==> src/mii_sense_pkg.sv <==
// Package of constants and types for the MII collision and carrier sense block
package mii_sense_pkg;

    // Clock and timing
    localparam int CLK_PERIOD_NS = 10;
    localparam int HB_DELAY_NS = 800;
    localparam int HB_WIDTH_NS = 1000;
    localparam int HB_DELAY_CYC = (HB_DELAY_NS + CLK_PERIOD_NS - 1) / CLK_PERIOD_NS;
    localparam int HB_WIDTH_CYC = (HB_WIDTH_NS + CLK_PERIOD_NS - 1) / CLK_PERIOD_NS;
    localparam int HB_CNT_W = 8;

    // Code group length for 100 Mb/s activity detection
    localparam int CODE_GROUP_W = 10;

    // Register byte offsets
    localparam logic [7:0] OFF_CTRL = 8'h00;
    localparam logic [7:0] OFF_STATUS = 8'h04;
    localparam logic [7:0] OFF_IRQ_STATUS = 8'h08;
    localparam logic [7:0] OFF_IRQ_CLEAR = 8'h0C;
    localparam logic [7:0] OFF_IRQ_ENABLE = 8'h10;

    // Control register field positions
    localparam int CTRL_FULL_DUPLEX = 0;
    localparam int CTRL_SPEED_100 = 1;
    localparam int CTRL_HB_SUPPRESS = 2;
    localparam int CTRL_REPEATER = 3;
    localparam int CTRL_MDIO_DRIVE = 4;
    localparam int CTRL_MDIO_BIT = 5;
    localparam int CTRL_W = 6;

    // Status register field positions
    localparam int STAT_COL = 0;
    localparam int STAT_CRS = 1;
    localparam int STAT_RX_ACT = 2;
    localparam int STAT_TX_ACT = 3;
    localparam int STAT_MDIO_LSB = 16;
    localparam int MDIO_SHIFT_W = 16;

    // Interrupt event bit positions
    localparam int EV_COLLISION = 0;
    localparam int EV_CARRIER = 1;
    localparam int EV_HEARTBEAT = 2;
    localparam int EV_W = 3;

    // Reset values
    localparam logic [CTRL_W-1:0] CTRL_RESET = 6'h00;
    localparam logic [EV_W-1:0] IRQ_ENABLE_RESET = 3'h0;

    // Operating mode carried as one bundle
    typedef struct packed {
        logic mdio_bit;
        logic mdio_drive;
        logic repeater;
        logic hb_suppress;
        logic speed_100;
        logic full_duplex;
    } mode_t;

    // Heartbeat test sequencer
    typedef enum logic [1:0] {
        HB_IDLE = 2'b00,
        HB_WAIT = 2'b01,
        HB_PULSE = 2'b10
    } hb_state_t;

endpackage : mii_sense_pkg

==> src/code_group_activity.sv <==
// 100 Mb/s receive activity detector over a sliding code group window
`timescale 1ns/1ps
module code_group_activity
    import mii_sense_pkg::*;
(
    input wire logic clock_in,
    input wire logic arst_n_in,
    input wire logic bit_in,
    input wire logic bit_valid_in,
    output logic active_out
);

    logic [CODE_GROUP_W-1:0] window_q;
    logic [CODE_GROUP_W-1:0] window_d;
    logic active_q;
    logic active_d;

    // True when two zeros with at least one bit between them exist
    function automatic logic split_zeros(input logic [CODE_GROUP_W-1:0] w);
        logic hit;
        hit = 1'b0;
        for (int i = 0; i < CODE_GROUP_W - 2; i++) begin
            for (int j = i + 2; j < CODE_GROUP_W; j++) begin
                hit = hit | (~w[i] & ~w[j]);
            end
        end
        return hit;
    endfunction

    // Shift the newest line bit in; idle line is all ones
    assign window_d = bit_valid_in ? {window_q[CODE_GROUP_W-2:0], bit_in}
                                   : window_q;
    assign active_d = split_zeros(window_d);

    // Window and activity flag registers
    always_ff @(posedge clock_in or negedge arst_n_in) begin
        if (!arst_n_in) begin
            window_q <= '1;
            active_q <= 1'b0;
        end else begin
            window_q <= window_d;
            active_q <= active_d;
        end
    end

    assign active_out = active_q;

endmodule // code_group_activity

==> src/mii_collision_carrier_sense.sv <==
// MII collision, carrier sense and management pin logic with Wishbone slave
// Overview of operation
// - Collision rises when receive activity is seen while transmit enable is held.
// - At 10 Mb/s receive activity is taken from the line signal before squelch.
// - At 100 Mb/s receive activity is any 10-bit group with two non-adjacent zeros.
// - Collision is tied to neither receive nor transmit clock; the MAC syncs it.
// - In full duplex collision signalling is off and the output stays low.
// - Collision pulses as a heartbeat test unless heartbeat_check_suppress is set.
// - In half duplex outside repeater mode carrier sense follows receive or transmit activity.
// - In full duplex or repeater mode carrier sense follows receive activity only.
// - Carrier sense is tied to neither receive nor transmit clock.
// - The management data line is released by each side when not driving it.
// - The management data line is driven and sampled only on management clock edges.
`timescale 1ns/1ps
module mii_collision_carrier_sense
    import mii_sense_pkg::*;
(
    input wire logic clock_in,
    input wire logic arst_n_in,
    // Wishbone classic slave
    input wire logic wb_cyc_in,
    input wire logic wb_stb_in,
    input wire logic wb_we_in,
    input wire logic [7:0] wb_adr_in,
    input wire logic [3:0] wb_sel_in,
    input wire logic [31:0] wb_dat_in,
    output logic [31:0] wb_dat_out,
    output logic wb_ack_out,
    // Line side activity
    input wire logic tx_enable_in,
    input wire logic rx_unsquelched_in,
    input wire logic rx_code_bit_in,
    input wire logic rx_code_valid_in,
    // MII status toward the MAC
    output logic col_out,
    output logic crs_out,
    // Management pins
    input wire logic mdc_in,
    input wire logic mdio_in,
    output logic mdio_out,
    output logic mdio_oe_out,
    // Interrupt
    output logic irq_out
);

    localparam int SYNC_N = 4;

    // Synchroniser stages for pin inputs
    logic [SYNC_N-1:0] pin_raw;
    logic [SYNC_N-1:0] sync1_q;
    logic [SYNC_N-1:0] sync2_q;
    logic tx_en_s;
    logic rx_unsq_s;
    logic mdc_s;
    logic mdio_s;

    // Register state
    logic [CTRL_W-1:0] ctrl_q;
    logic [CTRL_W-1:0] ctrl_d;
    logic [EV_W-1:0] irq_sts_q;
    logic [EV_W-1:0] irq_sts_d;
    logic [EV_W-1:0] irq_en_q;
    logic [EV_W-1:0] irq_en_d;
    logic [31:0] rd_data_d;
    logic [31:0] rd_q;
    logic ack_q;
    logic irq_q;
    mode_t mode;

    // Line activity and output state
    logic rx_act_100;
    logic rx_act;
    logic tx_act;
    logic col_d;
    logic col_q;
    logic crs_d;
    logic crs_q;
    logic col_seen_q;
    logic crs_seen_q;
    logic tx_prev_q;
    logic tx_fall;
    logic [EV_W-1:0] events;

    // Heartbeat sequencer
    hb_state_t hb_state_q;
    hb_state_t hb_state_d;
    logic [HB_CNT_W-1:0] hb_cnt_q;
    logic [HB_CNT_W-1:0] hb_cnt_d;
    logic hb_pulse;
    logic hb_done;

    // Management pin state
    logic mdc_prev_q;
    logic mdc_rise;
    logic [MDIO_SHIFT_W-1:0] mdio_shift_q;
    logic mdio_q;
    logic mdio_oe_q;

    // Bus decode
    logic bus_req;
    logic wr_strobe;
    logic [31:0] wmask;
    logic hit_ctrl;
    logic hit_status;
    logic hit_irq_sts;
    logic hit_irq_clr;
    logic hit_irq_en;
    logic [EV_W-1:0] clr_bits;

    // Address match on a word offset
    function automatic logic reg_hit(input logic [7:0] adr,
                                     input logic [7:0] off);
        return adr[7:2] == off[7:2];
    endfunction

    // Expand byte selects into a bit mask
    function automatic logic [31:0] lane_mask(input logic [3:0] sel);
        logic [31:0] m;
        m = '0;
        for (int b = 0; b < 4; b++) begin
            m[b*8 +: 8] = {8{sel[b]}};
        end
        return m;
    endfunction

    // Pins from other clock domains pass two flip-flops
    assign pin_raw = {mdio_in, mdc_in, rx_unsquelched_in, tx_enable_in};

    // Two flip-flops per pin; only the second stage feeds logic
    genvar g;
    generate
        for (g = 0; g < SYNC_N; g++) begin : g_sync
            always_ff @(posedge clock_in or negedge arst_n_in) begin
                if (!arst_n_in) begin
                    sync1_q[g] <= 1'b0;
                    sync2_q[g] <= 1'b0;
                end else begin
                    sync1_q[g] <= pin_raw[g];
                    sync2_q[g] <= sync1_q[g];
                end
            end
        end
    endgenerate

    // Synchronised pin levels
    assign tx_en_s = sync2_q[0];
    assign rx_unsq_s = sync2_q[1];
    assign mdc_s = sync2_q[2];
    assign mdio_s = sync2_q[3];

    // Control bits viewed as the mode bundle
    assign mode = mode_t'(ctrl_q);

    // 100 Mb/s code group activity detector
    code_group_activity u_cg_act (
        .clock_in(clock_in),
        .arst_n_in(arst_n_in),
        .bit_in(rx_code_bit_in),
        .bit_valid_in(rx_code_valid_in),
        .active_out(rx_act_100)
    );

    // Receive activity by speed; transmit activity is the MAC's enable
    assign rx_act = mode.speed_100 ? rx_act_100
                                   : rx_unsq_s;
    assign tx_act = tx_en_s;
    assign tx_fall = tx_prev_q & ~tx_en_s;

    // Heartbeat: wait after end of transmit, then pulse collision
    assign hb_done = hb_cnt_q == '0;
    assign hb_pulse = hb_state_q == HB_PULSE;

    // Heartbeat next state; any abort condition returns to idle
    always_comb begin
        hb_state_d = hb_state_q;
        hb_cnt_d = hb_cnt_q;
        case (hb_state_q)
            HB_IDLE: begin
                if (tx_fall && !mode.full_duplex && !mode.hb_suppress) begin
                    hb_state_d = HB_WAIT;
                    hb_cnt_d = HB_CNT_W'(HB_DELAY_CYC - 1);
                end
            end
            HB_WAIT: begin
                if (mode.hb_suppress || mode.full_duplex || tx_act) begin
                    hb_state_d = HB_IDLE;
                end else if (hb_done) begin
                    hb_state_d = HB_PULSE;
                    hb_cnt_d = HB_CNT_W'(HB_WIDTH_CYC - 1);
                end else begin
                    hb_cnt_d = hb_cnt_q - 1'b1;
                end
            end
            HB_PULSE: begin
                if (mode.hb_suppress || mode.full_duplex || hb_done) begin
                    hb_state_d = HB_IDLE;
                end else begin
                    hb_cnt_d = hb_cnt_q - 1'b1;
                end
            end
            default: begin
                hb_state_d = HB_IDLE;
                hb_cnt_d = '0;
            end
        endcase
    end

    // Collision and carrier sense, combined from current conditions
    assign col_d = ~mode.full_duplex
                 & ((tx_act & rx_act) | hb_pulse);
    assign crs_d = (mode.full_duplex | mode.repeater) ? rx_act
                                                      : rx_act | tx_act;

    // Status output registers, free of the MII clocks
    always_ff @(posedge clock_in or negedge arst_n_in) begin
        if (!arst_n_in) begin
            col_q <= 1'b0;
            crs_q <= 1'b0;
            tx_prev_q <= 1'b0;
            col_seen_q <= 1'b0;
            crs_seen_q <= 1'b0;
        end else begin
            col_q <= col_d;
            crs_q <= crs_d;
            tx_prev_q <= tx_en_s;
            col_seen_q <= col_q;
            crs_seen_q <= crs_q;
        end
    end

    // Heartbeat sequencer registers
    always_ff @(posedge clock_in or negedge arst_n_in) begin
        if (!arst_n_in) begin
            hb_state_q <= HB_IDLE;
            hb_cnt_q <= '0;
        end else begin
            hb_state_q <= hb_state_d;
            hb_cnt_q <= hb_cnt_d;
        end
    end

    // Management clock edge from the synchronised pin
    assign mdc_rise = mdc_s & ~mdc_prev_q;

    // Management data: sample and drive only at management clock edges
    always_ff @(posedge clock_in or negedge arst_n_in) begin
        if (!arst_n_in) begin
            mdc_prev_q <= 1'b0;
            mdio_shift_q <= '0;
            mdio_q <= 1'b0;
            mdio_oe_q <= 1'b0;
        end else begin
            mdc_prev_q <= mdc_s;
            if (mdc_rise) begin
                mdio_shift_q <= {mdio_shift_q[MDIO_SHIFT_W-2:0], mdio_s};
                mdio_q <= mode.mdio_bit & mode.mdio_drive;
                mdio_oe_q <= mode.mdio_drive;
            end
        end
    end

    // Bus decode
    assign bus_req = wb_cyc_in & wb_stb_in & ~ack_q;
    assign wr_strobe = bus_req & wb_we_in;
    assign wmask = lane_mask(wb_sel_in);
    assign hit_ctrl = reg_hit(wb_adr_in, OFF_CTRL);
    assign hit_status = reg_hit(wb_adr_in, OFF_STATUS);
    assign hit_irq_sts = reg_hit(wb_adr_in, OFF_IRQ_STATUS);
    assign hit_irq_clr = reg_hit(wb_adr_in, OFF_IRQ_CLEAR);
    assign hit_irq_en = reg_hit(wb_adr_in, OFF_IRQ_ENABLE);

    // Register writes honour byte lanes
    assign ctrl_d = (wr_strobe && hit_ctrl)
                  ? ((ctrl_q & ~wmask[CTRL_W-1:0])
                     | (wb_dat_in[CTRL_W-1:0] & wmask[CTRL_W-1:0]))
                  : ctrl_q;
    assign irq_en_d = (wr_strobe && hit_irq_en)
                    ? ((irq_en_q & ~wmask[EV_W-1:0])
                       | (wb_dat_in[EV_W-1:0] & wmask[EV_W-1:0]))
                    : irq_en_q;
    assign clr_bits = (wr_strobe && hit_irq_clr)
                    ? (wb_dat_in[EV_W-1:0] & wmask[EV_W-1:0])
                    : '0;

    // Events: rising collision, rising carrier, heartbeat start
    assign events[EV_COLLISION] = col_q & ~col_seen_q;
    assign events[EV_CARRIER] = crs_q & ~crs_seen_q;
    assign events[EV_HEARTBEAT] = hb_pulse & (hb_state_d == HB_PULSE)
                                & (hb_cnt_q == HB_CNT_W'(HB_WIDTH_CYC - 1));

    // Sticky status: a new event wins over a clear in the same cycle
    assign irq_sts_d = (irq_sts_q & ~clr_bits) | events;

    // Read data selection; unmapped and write-only offsets read zero
    always_comb begin
        rd_data_d = '0;
        if (hit_ctrl) begin
            rd_data_d[CTRL_W-1:0] = ctrl_q;
        end else if (hit_status) begin
            rd_data_d[STAT_COL] = col_q;
            rd_data_d[STAT_CRS] = crs_q;
            rd_data_d[STAT_RX_ACT] = rx_act;
            rd_data_d[STAT_TX_ACT] = tx_act;
            rd_data_d[STAT_MDIO_LSB +: MDIO_SHIFT_W] = mdio_shift_q;
        end else if (hit_irq_sts) begin
            rd_data_d[EV_W-1:0] = irq_sts_q;
        end else if (hit_irq_en) begin
            rd_data_d[EV_W-1:0] = irq_en_q;
        end
    end

    // Register file and single-cycle acknowledge
    always_ff @(posedge clock_in or negedge arst_n_in) begin
        if (!arst_n_in) begin
            ctrl_q <= CTRL_RESET;
            irq_en_q <= IRQ_ENABLE_RESET;
            irq_sts_q <= '0;
            ack_q <= 1'b0;
            rd_q <= '0;
            irq_q <= 1'b0;
        end else begin
            ctrl_q <= ctrl_d;
            irq_en_q <= irq_en_d;
            irq_sts_q <= irq_sts_d;
            ack_q <= bus_req;
            rd_q <= bus_req ? rd_data_d : '0;
            irq_q <= |(irq_sts_d & irq_en_d);
        end
    end

    // Outputs straight from flip-flops
    assign col_out = col_q;
    assign crs_out = crs_q;
    assign mdio_out = mdio_q;
    assign mdio_oe_out = mdio_oe_q;
    assign wb_ack_out = ack_q;
    assign wb_dat_out = rd_q;
    assign irq_out = irq_q;

endmodule // mii_collision_carrier_sense

==> config.mk <==
export PLATFORM = sky130hd
export DESIGN_NAME = mii_collision_carrier_sense
export DESIGN_NICKNAME = d
export VERILOG_FILES = /design/src/mii_sense_pkg.sv /design/src/code_group_activity.sv /design/src/mii_collision_carrier_sense.sv
export SDC_FILE = /design/constraint.sdc
export NUM_CORES = 1
export LEC_CHECK = 0
export BUFFER_PORTS_ARGS = -buffer_cell sky130_fd_sc_hd__buf_2
export CORE_UTILIZATION = 45
export DETAILED_ROUTE_END_ITERATION = 8
export GPL_TIMING_DRIVEN = 0
export PLACE_DENSITY_LB_ADDON = 0.08
export SLEW_MARGIN = 20
export SYNTH_ARGS = -nofsm -noshare
export SYNTH_HDL_FRONTEND = slang
export SYNTH_SLANG_ARGS = --single-unit
==> constraint.sdc <==
create_clock -name clock_in -period 4.1 [get_ports clock_in]
set_input_delay 1.025 -clock clock_in [delete_from_list [all_inputs] [get_ports clock_in]]
set_output_delay 1.025 -clock clock_in [all_outputs]
set_load 0.005 [all_outputs]
* Word-level counts from Yosys, hierarchy flattened
Index checks and enable logic that the tools add are counted.
** Storage, ports and cells
- Flip-flop bits (word level) :: 99
- Input bits :: 55
- Output and inout bits :: 38
** Cells by class
- Add/subtract/negate cells :: 1
- Equal/unequal tests :: 11
- Multiplexer cells :: 24
- Bitwise logic cells :: 114
- Reduce and logical (&&, ||, !) cells :: 15
** Operator list (count)
- bitwise AND 1 bit :: 48
- bitwise OR 1 bit :: 38
- 2-to-1 mux 16 bit :: 2
- 2-to-1 mux 32 bit :: 1
- 2-to-1 mux 8 bit :: 4
- case mux 8 bit (3 select lines) :: 1
- inverter 1 bit :: 16
- 2-to-1 mux 3 bit :: 5
- bitwise AND 3 bit :: 4
- bitwise AND 6 bit :: 2
- equality test 6 x 2 -> 1 bit (second input constant) :: 2
- 2-to-1 mux 10 bit :: 1
- 2-to-1 mux 2 bit :: 5
- equality test 8 x 7 -> 1 bit (second input constant) :: 1
- zero test 8 bit :: 1
- subtractor 8 x 1 -> 8 bit (second input constant) :: 1
- equality test 6 x 1 -> 1 bit (second input constant) :: 1
- equality test 6 x 3 -> 1 bit (second input constant) :: 1
- zero test 6 bit :: 1
- != test 2 bit (second input constant) :: 3
- inverter 3 bit :: 2
- inverter 6 bit :: 1
- bitwise OR 3 bit :: 2
- bitwise OR 6 bit :: 1
- 11 further kinds :: 21

* Depth between registers and ports, before layout
Gate-level depths: netlist of run 1.
- Depth in word-level cells :: 38
- Depth in mapped cells :: 7

* Cells and area by module
Synthesis of run 1 repeated with hierarchy kept, for this count alone.
** Unflattened totals
- Cells, all modules :: 324
- Area total of the unflattened synthesis :: 3870.0 um^2
** Modules (own cells, without submodules)
- mii_collision_carrier_sense :: instances 1, cells an instance 277, area an instance 3306.9 um^2
- code_group_activity :: instances 1, cells an instance 47, area an instance 563.0 um^2

* Worst setup path before layout of run 1
No wires, ideal clock.
- Path kind :: input -> register
- Start point :: in wb_adr_in[5]
- End point :: reg irq_q, in the netlist irq_out
- Library setup time :: 126 ps
- Data arrival time :: 2417 ps
- Required time :: 3974 ps
- Slack :: 1557 ps
- Stages :: 5
- Path buffers :: 0
- Cell sequence :: or3_4 > nor4_4 > mux2_2 > o21a_1 > a221o_1
** Between the ends
- Elaborated cells between the ends (all ways) :: 11
- Classes of those cells :: 2 x eq/ne; 2 x mux; 4 x bitwise; 3 x reduce/logical
** RTL lines
- start, declared :: RTL line mii_collision_carrier_sense.sv:24 : input wire logic [7:0] wb_adr_in,
- equality test 6 x 3 -> 1 bit :: RTL line mii_collision_carrier_sense.sv:113 : return adr[7:2] == off[7:2];
- logical AND 1 bit :: RTL line mii_collision_carrier_sense.sv:277 : assign irq_en_d = (wr_strobe && hit_irq_en)
- 2-to-1 mux 3 bit :: RTL line mii_collision_carrier_sense.sv:278 : ? ((irq_en_q & ~wmask[EV_W-1:0])
- via irq_en_d[1] :: RTL line mii_collision_carrier_sense.sv:63 : logic [EV_W-1:0] irq_en_d;
- bitwise AND 3 bit :: RTL line mii_collision_carrier_sense.sv:327 : irq_q <= |(irq_sts_d & irq_en_d);
- OR reduction 3 bit :: RTL line mii_collision_carrier_sense.sv:327
- end signal, assigned :: RTL line mii_collision_carrier_sense.sv:327
- end, declared :: RTL line mii_collision_carrier_sense.sv:67 : logic irq_q;
The timed path passes the listed nets, and every way through them passes these cells.
A chain may end at the register's enable or synchronous reset.

* Worst setup path in the final report of run 1
- Start point :: in wb_adr_in[5]
- End point :: reg rd_q[21], in the netlist wb_dat_out[21]
** Between the ends
- Longest elaborated chain between the ends :: 4
- Elaborated cells between the ends (all ways) :: 5
- Classes of those cells :: 1 x eq/ne; 3 x mux; 1 x reduce/logical
** Ends and longest elaborated chain
- equality test 6 x 1 -> 1 bit :: RTL line mii_collision_carrier_sense.sv:113
- 2-to-1 mux 16 bit :: RTL line mii_collision_carrier_sense.sv:299 : end else if (hit_status) begin
- 2-to-1 mux 16 bit * :: RTL line mii_collision_carrier_sense.sv:297 : if (hit_ctrl) begin
- 2-to-1 mux 32 bit * :: RTL line mii_collision_carrier_sense.sv:326 : rd_q <= bus_req ? rd_data_d : '0;
- end signal, assigned :: RTL line mii_collision_carrier_sense.sv:326
- end, declared :: RTL line mii_collision_carrier_sense.sv:65 : logic [31:0] rd_q;
Mark *: on every way between the ends. The rest lies on a longest branch, timed or not.

==> results of run 1 <==
[routing by layer]
| layer | up-vias | track usage [%] | wire, µm |
|---|---|---|---|
| li1 | 1202 | - | - |
| met1 | 1220 | 22.30 | 3132 |
| met2 | 35 | 26.22 | 3389 |
| met3 | 4 | 2.913 | 157 |
| met4 | 0 | 6.154 | 46 |
| met5 | - | 0 | 0 |
[stage by stage]
| stage | util [%] | setup WS, ns | std cells | cell area (µm²) | total power [mW] |
|---|---|---|---|---|---|
| 3_3_place_gp | 51.45 | 1.084 | 470 | 4207 | 1.328 |
| 6_report | 54.33 | 1.512 | 487 | 4442 | 1.920 |
| 5_1_grt | 54.33 | 1.200 | 487 | 4442 | 2.026 |
| 2_1_floorplan | - | 1.557 | 315 | 3825 | 1.254 |
| 3_5_place_dp | 51.82 | 1.087 | 471 | 4237 | 1.345 |
| 4_1_cts | 54.33 | 1.453 | 487 | 4442 | 1.944 |
[sequential cells by signal, summed over array words and instances, names as in the netlist, 2 cells and up, named ones only]
register and cells:
wb_dat_out 22, mdio_shift_q 16, u_cg_act.window_q 10, hb_cnt_q 8, sync1_q 4, irq_en_q 3, irq_sts_q 3, hb_state_q 2
[cell families after synthesis]
family	count (synthesis)
simple gates	94
flops	89
compound gates	53
mux	38
buf+inv	28
fa+ha+maj	3
other cells	1
[cell usage after synthesis, types with 2 or more instances]
cell	instances	area share, %
dfrtp_1	79	52
mux2_2	36	11
and2_1	20	3.3
nand2_1	18	1.8
o21ai_0	15	2.0
nor2_1	14	1.4
a21oi_1	11	1.5
buf_4	11	2.2
dfstp_2	10	6.9
inv_1	9	0.89
nor3_1	9	1.2
nand3_1	7	0.92
nor2b_1	7	1.2
a221o_1	4	1.1
clkbuf_1	4	0.40
nand2b_1	4	0.66
ha_1	3	0.99
nor4_1	3	0.50
nor4_4	3	1.7
o21ai_1	3	0.40
a22o_1	2	0.46
buf_2	2	0.26
mux2i_1	2	0.53
o211ai_1	2	0.40
o21a_1	2	0.40
or2_2	2	0.33
[final cells by class]
cell class	count	area [µm²]	share of cell area, %
sequential	89	2240	50.42
multi-input combinational	198	1429	32.17
timing repair buffer	51	280.3	6.310
tap	105	131.4	2.958
clock buffer	9	123.9	2.789
buffer	19	122.6	2.761
clock inverter	7	81.33	1.831
inverter	9	33.78	0.7606
[final timing paths]
kind,depth (start not counted),from,endpoint,slack (ns)
setup / recovery,6,wb_adr_in[5],wb_dat_out[21],1.51
hold / removal,0,sync1_q[3],mdio_s,0.36
setup reg to reg,7,hb_cnt_q[0],hb_cnt_q[5],2.15
hold reg to reg,0,sync1_q[3],mdio_s,0.36
max in group asynchronous,2,arst_n_in,u_cg_act.window_q[6],2.85
min in group asynchronous,1,arst_n_in,hb_cnt_q[4],0.59
[worst reg2reg max path, cell delays in order, from the launching register on]
cell and delay, ns:
dfrtp_1 0.41, inv_1 0.09, ha_1 0.22, and3_1 0.15
buf_4 0.15, o211ai_2 0.40, o21ai_1 0.13, a222oi_1 0.29
[power by group]
part | internal [mW] | switching, mW
Sequential | 1.01 | 0.0631
Combinational | 0.130 | 0.119
Clock | 0.245 | 0.354
Total | 1.38 | 0.535
==> metrics, run 1 <==
run status=complete, no violations; root buffer cell=clkbuf_8; H-tree Lvls=3; Initial Util=46.37%; DRT Pass-1 Iters=4; Syn Inst Count=306; CTS tree=yes; fin crit period=2.588 ns; #FFs+latches synth=89; HP Class=reg2reg; relative slew slack=46.59%; Die Ht=93.79 µm; Max VDD drop=0.2518 mV; row count=33; EDFF count, synth=0; clock transition at the registers of the reported paths=0.10 ns; post-synthesis mux area share=11.22%; vias in the first global route=2,402; Synth async-reset ratio=100.0%; Worst Path Class, Setup=in2reg; commonest non-fill, non-tap cells in the layout=dfrtp_1, buf_2, mux2_2; antenna violations before repair=0; post-DP HPWL=4.772 mm; Unique masters post-synth=50; Synth Area in Compound Gates=9.670%; RSZ-0062 raised after global routing=no; Setup violations, final=0; Slew @ Worst Pin=0.7951 ns; post-route ant nets=0; Synth Area in Adders=0.9901%; CTS Buffer Depth=2; Fill cells=728; Arr. time, crit path=2.87 ns; Warnings, synthesis=0; mapped cell area=3791 µm²; average size of a mapped cell=12.39 µm²; post-CTS setup buffer count=0; Req. time, crit path=4.39 ns; critical path buffer and inverter count=2; Core Region=8175 µm²; Synth Area in Simple Gates=14.82%; slowest library cell on the worst path=nor3_1; crit path cell chain=buf_2 > nor3_1 > nand2_1 > nor3_1 > clkbuf_1 > and2_1; vias=2,461; first-pass GRT wire length=11.10 mm; cell mode on critical path=nor3_1; CTS hold repair buffers=0; final net count=435; die area=8796 µm²; Overflow after GRT=0; 1st-iter DRT viols=97; delay of the slowest critical-path stage=0.67 ns; GRT Total Usage=16.41%; pwr dens=432.3 nW/µm²; WL/cell=13.81 µm; post_cts resized=0; Via-to-Cell Ratio=5.053; maxcap violations=0; TritonCTS buffer count=9; largest family of logic cells by synthesized area=simple AND/OR/NAND/NOR gates; CP Launch Type=primary input; sequential area share after synthesis=59.08%; final setup skew=0.01159 ns; # clock sinks=89; WHS=0.3558 ns; io pins=93; final setup TNS=0 ns; Crit path max-delay family=simple AND/OR/NAND/NOR gates; CP Capture Type=flop; layout cells sized above 1=36.39%; area grow syn2layout=17.16%; Static Leak=2.117 nW; Main synth FF type=dfrtp_1; max frequency=386.4 MHz; commonest non-fill, non-tap cell in the layout=dfrtp_1; # port buffers=50; Ant. Diodes=0; die width=93.79 µm; xor and xnor area share after synthesis=0%; gp weighted congestion=0.7821; WL final=6.725 mm; Tcrit/Tclk final=63.13%; fin. max-slew vios=0; latest clock arrival within the worst-skew pair=0.35 ns; Final Hold Fails=0; DRC=0; largest net degree at the start of global routing=62; Worst Path Max Fanout=10
(Power assumes the default switching activity.)
==> run 2: changes to the inputs <==
clock period = 2.21 ns   (was 4.1 ns; I/O delays follow)
==> run 2 against run 1 <==
Register-to-register slack worse by 1.9 ns. Design area up 0.11%. Die area unchanged. Cell count unchanged. Routed wire length up 0.62%. Global-route usage unchanged. Non-clock buffer count unchanged. Via count down 0.49%. First-iteration DRC count up 4.1%. Clock skew about the same. Utilization up 0.061 points. Power up 86%. Critical path type is now reg2reg.
==> metrics, run 2 (synthesis results as in run 1) <==
run status=complete, no violations; Via-to-Cell Ratio=5.029 (-0.49%); Static Leak=2.118 nW (about the same); WL/cell=13.90 µm (+0.62%); Largest register FFs=22 (unchanged); die width=93.79 µm (unchanged); Overflow after GRT=0 (unchanged); Sw Ratio=27.87% (about the same); root buffer cell=clkbuf_8; largest net degree at the start of global routing=62 (unchanged); final setup skew=0.01123 ns (-0.0003632 ns); GR Layer Usage met3=2.913% (unchanged); RSZ-0062 raised after global routing=no; post-route ant nets=0 (unchanged); first-pass GRT wire length=11.10 mm (unchanged); CTS hold repair buffers=0 (unchanged); HP Class=in2async; Most Used Layer, Global Route=met2; commonest non-fill, non-tap cell in the layout=dfrtp_1; Post-Layout Inst Area=4447 µm² (+0.11%); io pins=93 (unchanged); DRT Pass-1 Iters=4 (unchanged); CP Capture Type=flop; worst setup path start=hb_cnt_q[0]; row count=33 (unchanged); Tcrit/Tclk final=89.51%; CP Launch Type=flop; clock transition at the registers of the reported paths=0.10 ns (about the same); latest clock arrival within the worst-skew pair=0.35 ns (about the same); Crit path max-delay family=compound AO/OA/AOI/OAI gates; vias=2,449 (-0.49%); Post-DP Area=4237 µm² (unchanged); critical path buffer and inverter count=2 (unchanged); GRT Total Usage=16.41% (unchanged); 1st-iter DRT viols=101 (+4.1%); commonest non-fill, non-tap cells in the layout=dfrtp_1, buf_2, mux2_2; CTS tree=yes; slowest library cell on the worst path=dfrtp_1; Int Pwr=2.570 mW (+86%); Reg power frac=55.9% (about the same); CTS Buffer Depth=2 (unchanged); Max VDD drop=0.4669 mV (+85%); Initial Util=46.37% (unchanged); Slew @ Worst Pin=0.5241 ns (-0.2710 ns); dpl ws=-0.3300 ns (-1.418 ns); fin. max-slew vios=0 (unchanged); # clock sinks=89 (unchanged); WL final=6.767 mm (+0.62%); Ant. Diodes=0 (unchanged); delay of the slowest critical-path stage=0.41 ns (-0.26 ns); DP Cell Count=471 (unchanged); Final Hold Fails=0 (unchanged); met2 Track Usage GR=26.22% (unchanged); final net count=435 (unchanged); gp weighted congestion=0.7821 (unchanged); Req. time, crit path=2.44 ns (-1.95 ns); max frequency=505.5 MHz; fin crit period=1.978 ns; Worst Path Max Fanout=10 (unchanged); # port buffers=50 (unchanged); antenna violations before repair=0 (unchanged); post-DP HPWL=4.772 mm (unchanged); Core Region=8175 µm² (unchanged); relative slew slack=65.06% (+18 points); Die Ht=93.79 µm (unchanged); maxcap violations=0 (unchanged); pwr dens=801.1 nW/µm² (+85%); post-layout util=54.39% (+0.061 points); layout cells sized above 1=36.65% (+0.26 points); TritonCTS buffer count=9 (unchanged); Arr. time, crit path=2.21 ns (-0.66 ns); H-tree Lvls=3 (unchanged); clock power share=31.1% (about the same); Final Non-Filler Cells=487 (unchanged); grt met1 use=22.30% (unchanged); combinational share of power=12.9% (about the same); post-CTS setup buffer count=0 (unchanged); die area=8796 µm² (unchanged); vias in the first global route=2,402 (unchanged); Worst Path Class, Setup=reg2reg; reg2reg start=hb_cnt_q[0]; area grow syn2layout=17.29%; final worst setup slack=0.2317 ns (-1.280 ns); switching power=992.9 µW (+85%); Setup violations, final=0 (unchanged); crit path cell chain=inv_1 > ha_1 > and3_1 > buf_4 > o211ai_2 > o21ai_1 > a222oi_1; DRC=0 (unchanged)
==> run 2: worst paths after layout <==
check,to,slack [ns],cells after the start
max,hb_cnt_q[5],0.23,7
min,hb_cnt_q[4],0.12,1
max reg2reg,hb_cnt_q[5],0.23,7
min reg2reg,mdio_s,0.36,0
max in group asynchronous,u_cg_act.window_q[6],1.43,2
min in group clock_in,sync1_q[3],0.31,1
==> run 2: power groups by stage <==
stage / Clock (mW) / Combinational [mW] / Sequential (mW)
global placement: 0 / 0.443 / 2.02
floorplan: 0 / 0.339 / 1.99
finish: 1.11 / 0.461 / 1.99
global route: 1.21 / 0.523 / 2.02
detailed placement: 0 / 0.466 / 2.03
CTS: 1.14 / 0.467 / 2.00
==> run 2: layout make-up <==
class	instances	area (µm²)
buffer	19	122.6
clock buffer	9	123.9
clock inverter	7	81.33
fill	728	3729
inverter	9	33.78
multi-input combinational	198	1434
sequential	89	2240
tap	105	131.4
timing repair buffer	51	280.3
==> run 2: routing by layer <==
| layer | up-vias | wire [µm] |
|---|---|---|
| met5 | - | 0 |
| met4 | 0 | 36 |
| met3 | 2 | 182 |
| met2 | 42 | 3433 |
| met1 | 1202 | 3115 |
| li1 | 1203 | - |
==> run 2: stage by stage <==
step | hold WS [ns] | total power [mW] | setup TNS (ns)
2_1_floorplan | 0.2569 | 2.326 | 0
3_3_place_gp | 0.3333 | 2.464 | -17.49
3_5_place_dp | 0.3355 | 2.494 | -3.497
4_1_cts | 0.1162 | 3.607 | 0
5_1_grt | 0.1303 | 3.759 | 0
6_report | 0.1192 | 3.562 | 0
==> run 2: timing repair <==
action,4_1_cts,5_1_grt
setup endpoints to repair,0,10
endpoints found under the hold margin,0,0
gates resized for setup,0,1
==> run 3: changes to the inputs <==
CELL_PAD_IN_SITES_DETAIL_PLACEMENT = 1   (was default)
CELL_PAD_IN_SITES_GLOBAL_PLACEMENT = 1   (was default)
CORE_UTILIZATION = 38   (was 45)
clock period = 1.78 ns   (was 2.21 ns; I/O delays follow)
==> run 3 against run 2 <==
The run now ends with negative setup slack left. Register-to-register slack worse by 0.17 ns. Combinational power rose by 34%. Routed wire length rose by 16%. Clock-buffer cell count rose by 1. First-iteration DRC count decreased by 3.0%. Cell count rose by 9.4%. Worst setup slack got worse by 0.27 ns. Utilization fell by 5.8 points. Global-route usage grew 0.44 points. Via count up 4.9%. Clock skew decreased by 0.0020 ns. Critical path type is now in2reg. Critical endpoint is now irq_out. Largest cell class unchanged.
==> metrics, run 3 (synthesis results as in run 1) <==
run status=finished with violations; failing checks=negative setup slack; maxcap violations=0 (unchanged); WHS=0.1871 ns (+0.06794 ns); Tcrit/Tclk final=102.1%; H-tree Lvls=3 (unchanged); final setup TNS=-0.03803 ns (-0.03803 ns); vias=2,569 (+4.9%); Final Hold Fails=0 (unchanged); CP Launch Type=primary input; die area=10,380 µm² (+18%); pwr dens=925.5 nW/µm² (+16%); DRC=0 (unchanged); Total Power=4.375 mW (+23%); post-route ant nets=0 (unchanged); dpl ws=-0.6627 ns (-0.3327 ns); Setup violations, final=1 (+1); Ant. Diodes=0 (unchanged); io pins=93 (unchanged); 1st-iter DRT viols=98 (-3.0%); reg2reg start=hb_cnt_q[7]; final setup skew=0.009191 ns (-0.002038 ns); final worst setup slack=-0.03803 ns (-0.2697 ns); reg-to-reg setup timing slack=0.06 ns (-0.17 ns); # clock sinks=89 (unchanged); Overflow after GRT=0 (unchanged); TritonCTS buffer count=9 (unchanged); row count=36 (+9.1%); Min-Delay Endpoint=sync1_q[3]; max frequency=550.0 MHz; Via-to-Cell Ratio=4.820 (-4.2%); R2R cell count=7 (unchanged); vias in the first global route=2,608 (+8.6%); Req. time, crit path=2.02 ns (-0.42 ns); Static Leak=2.230 nW (+5.3%); layout cells sized above 1=42.75% (+6.1 points); Arr. time, crit path=2.06 ns (-0.15 ns); Worst Path Class, Setup=in2reg; # port buffers=50 (unchanged); clock transition at the registers of the reported paths=0.09 ns (about the same); CTS Buffer Depth=2 (unchanged); CP Capture Type=flop; Hold Crit Depth=1; gp weighted congestion=0.7222 (-7.7%); die width=101.9 µm (+8.6%); slowest library cell on the worst path=or3_4; min-delay src=mdio_in; post-DP HPWL=5.354 mm (+12%); fin. max-slew vios=0 (unchanged); DRT Pass-1 Iters=4 (unchanged); Max VDD drop=0.5290 mV (+13%); antenna violations before repair=0 (unchanged); post-layout util=48.59% (-5.8 points); WL/cell=14.73 µm (+6.0%); GRT Total Usage=16.85% (+0.44 points); crit path cell chain=buf_6 > or3_4 > nor4_4 > buf_4 > mux2_2 > a221o_1; WL final=7.851 mm (+16%); DP Cell Count=499 (+5.9%); Core Region=9729 µm² (+19%); reg2reg end=hb_cnt_q[7]; Largest register FFs=22 (unchanged); CTS tree=yes; Worst Path Max Fanout=4 (-6); commonest non-fill, non-tap cell in the layout=dfrtp_1; final net count=453 (+4.1%); latest clock arrival within the worst-skew pair=0.36 ns (about the same); Final Non-Filler Cells=533 (+9.4%); Fill cells=1,076 (+48%); first-pass GRT wire length=13.12 mm (+18%); HP Class=in2reg; critical path buffer and inverter count=2 (unchanged); Die Ht=101.9 µm (+8.6%); largest net degree at the start of global routing=57 (-8.1%); area grow syn2layout=24.69%; RSZ-0062 raised after global routing=yes; Initial Util=38.97% (-7.4 points); root buffer cell=clkbuf_8; delay of the slowest critical-path stage=0.41 ns (about the same); Post-DP Area=4275 µm² (+0.92%); fin crit period=1.818 ns; commonest non-fill, non-tap cells in the layout=dfrtp_1, buf_2, mux2_2; Post-Layout Inst Area=4727 µm² (+6.3%); Crit path max-delay family=simple AND/OR/NAND/NOR gates
## run 3: cell types whose count changed in the layout (fill, tap and decap cells not counted), sizes merged
cell / delta
inv: -1
dlygate4sd3: +1
buf: +18
## run 3: metal layers
metal	routed length, µm	GRT usage (%)	vias to the layer above
li1	-	-	1236
met1	3657	23.21	1282
met2	3865	26.25	45
met3	233	3.078	6
met4	95	7.253	0
met5	0	0	-
## run 3: what timing repair did
item	CTS	global route
pin swaps	7	7
hold endpoints to repair	33	0
endpoints found under the setup margin	27	32
setup buffers	13	6
gates resized for setup	14	18
hold buffers	1	0
## run 3: worst max path at each step
stage                       startpoint        endpoint  slack [ns]  depth (start not counted)
final                     wb_adr_in[7]         irq_out       -0.04                          6
after global routing      wb_adr_in[7]         irq_out       -0.07                          7
after CTS                   wb_ack_out            flop       -0.03                          4
after detailed placement  wb_adr_in[5]  wb_dat_out[27]       -0.66                          6
after global placement    wb_adr_in[5]  wb_dat_out[23]       -0.67                          6
after floorplan           wb_adr_in[5]         irq_out       -0.18                          5
## run 3: area by class of cell
type	count	area (µm²)	share of cell area, %
Sequential cell	89	2242	47.43
Buffer	17	116.4	2.462
Clock buffer	10	127.6	2.700
Clock inverter	6	48.80	1.032
Tap cell	133	166.4	3.520
Multi-Input combinational cell	198	1530	32.37
Timing Repair Buffer	71	461.7	9.767
Inverter	9	33.78	0.7147
## run 3: power by group
part | total, mW | leakage, nW | switching [mW] | internal, mW
Clock | 1.27 | 0.0916 | 0.742 | 0.526
Sequential | 2.49 | 1.11 | 0.159 | 2.33
Combinational | 0.620 | 1.03 | 0.288 | 0.333
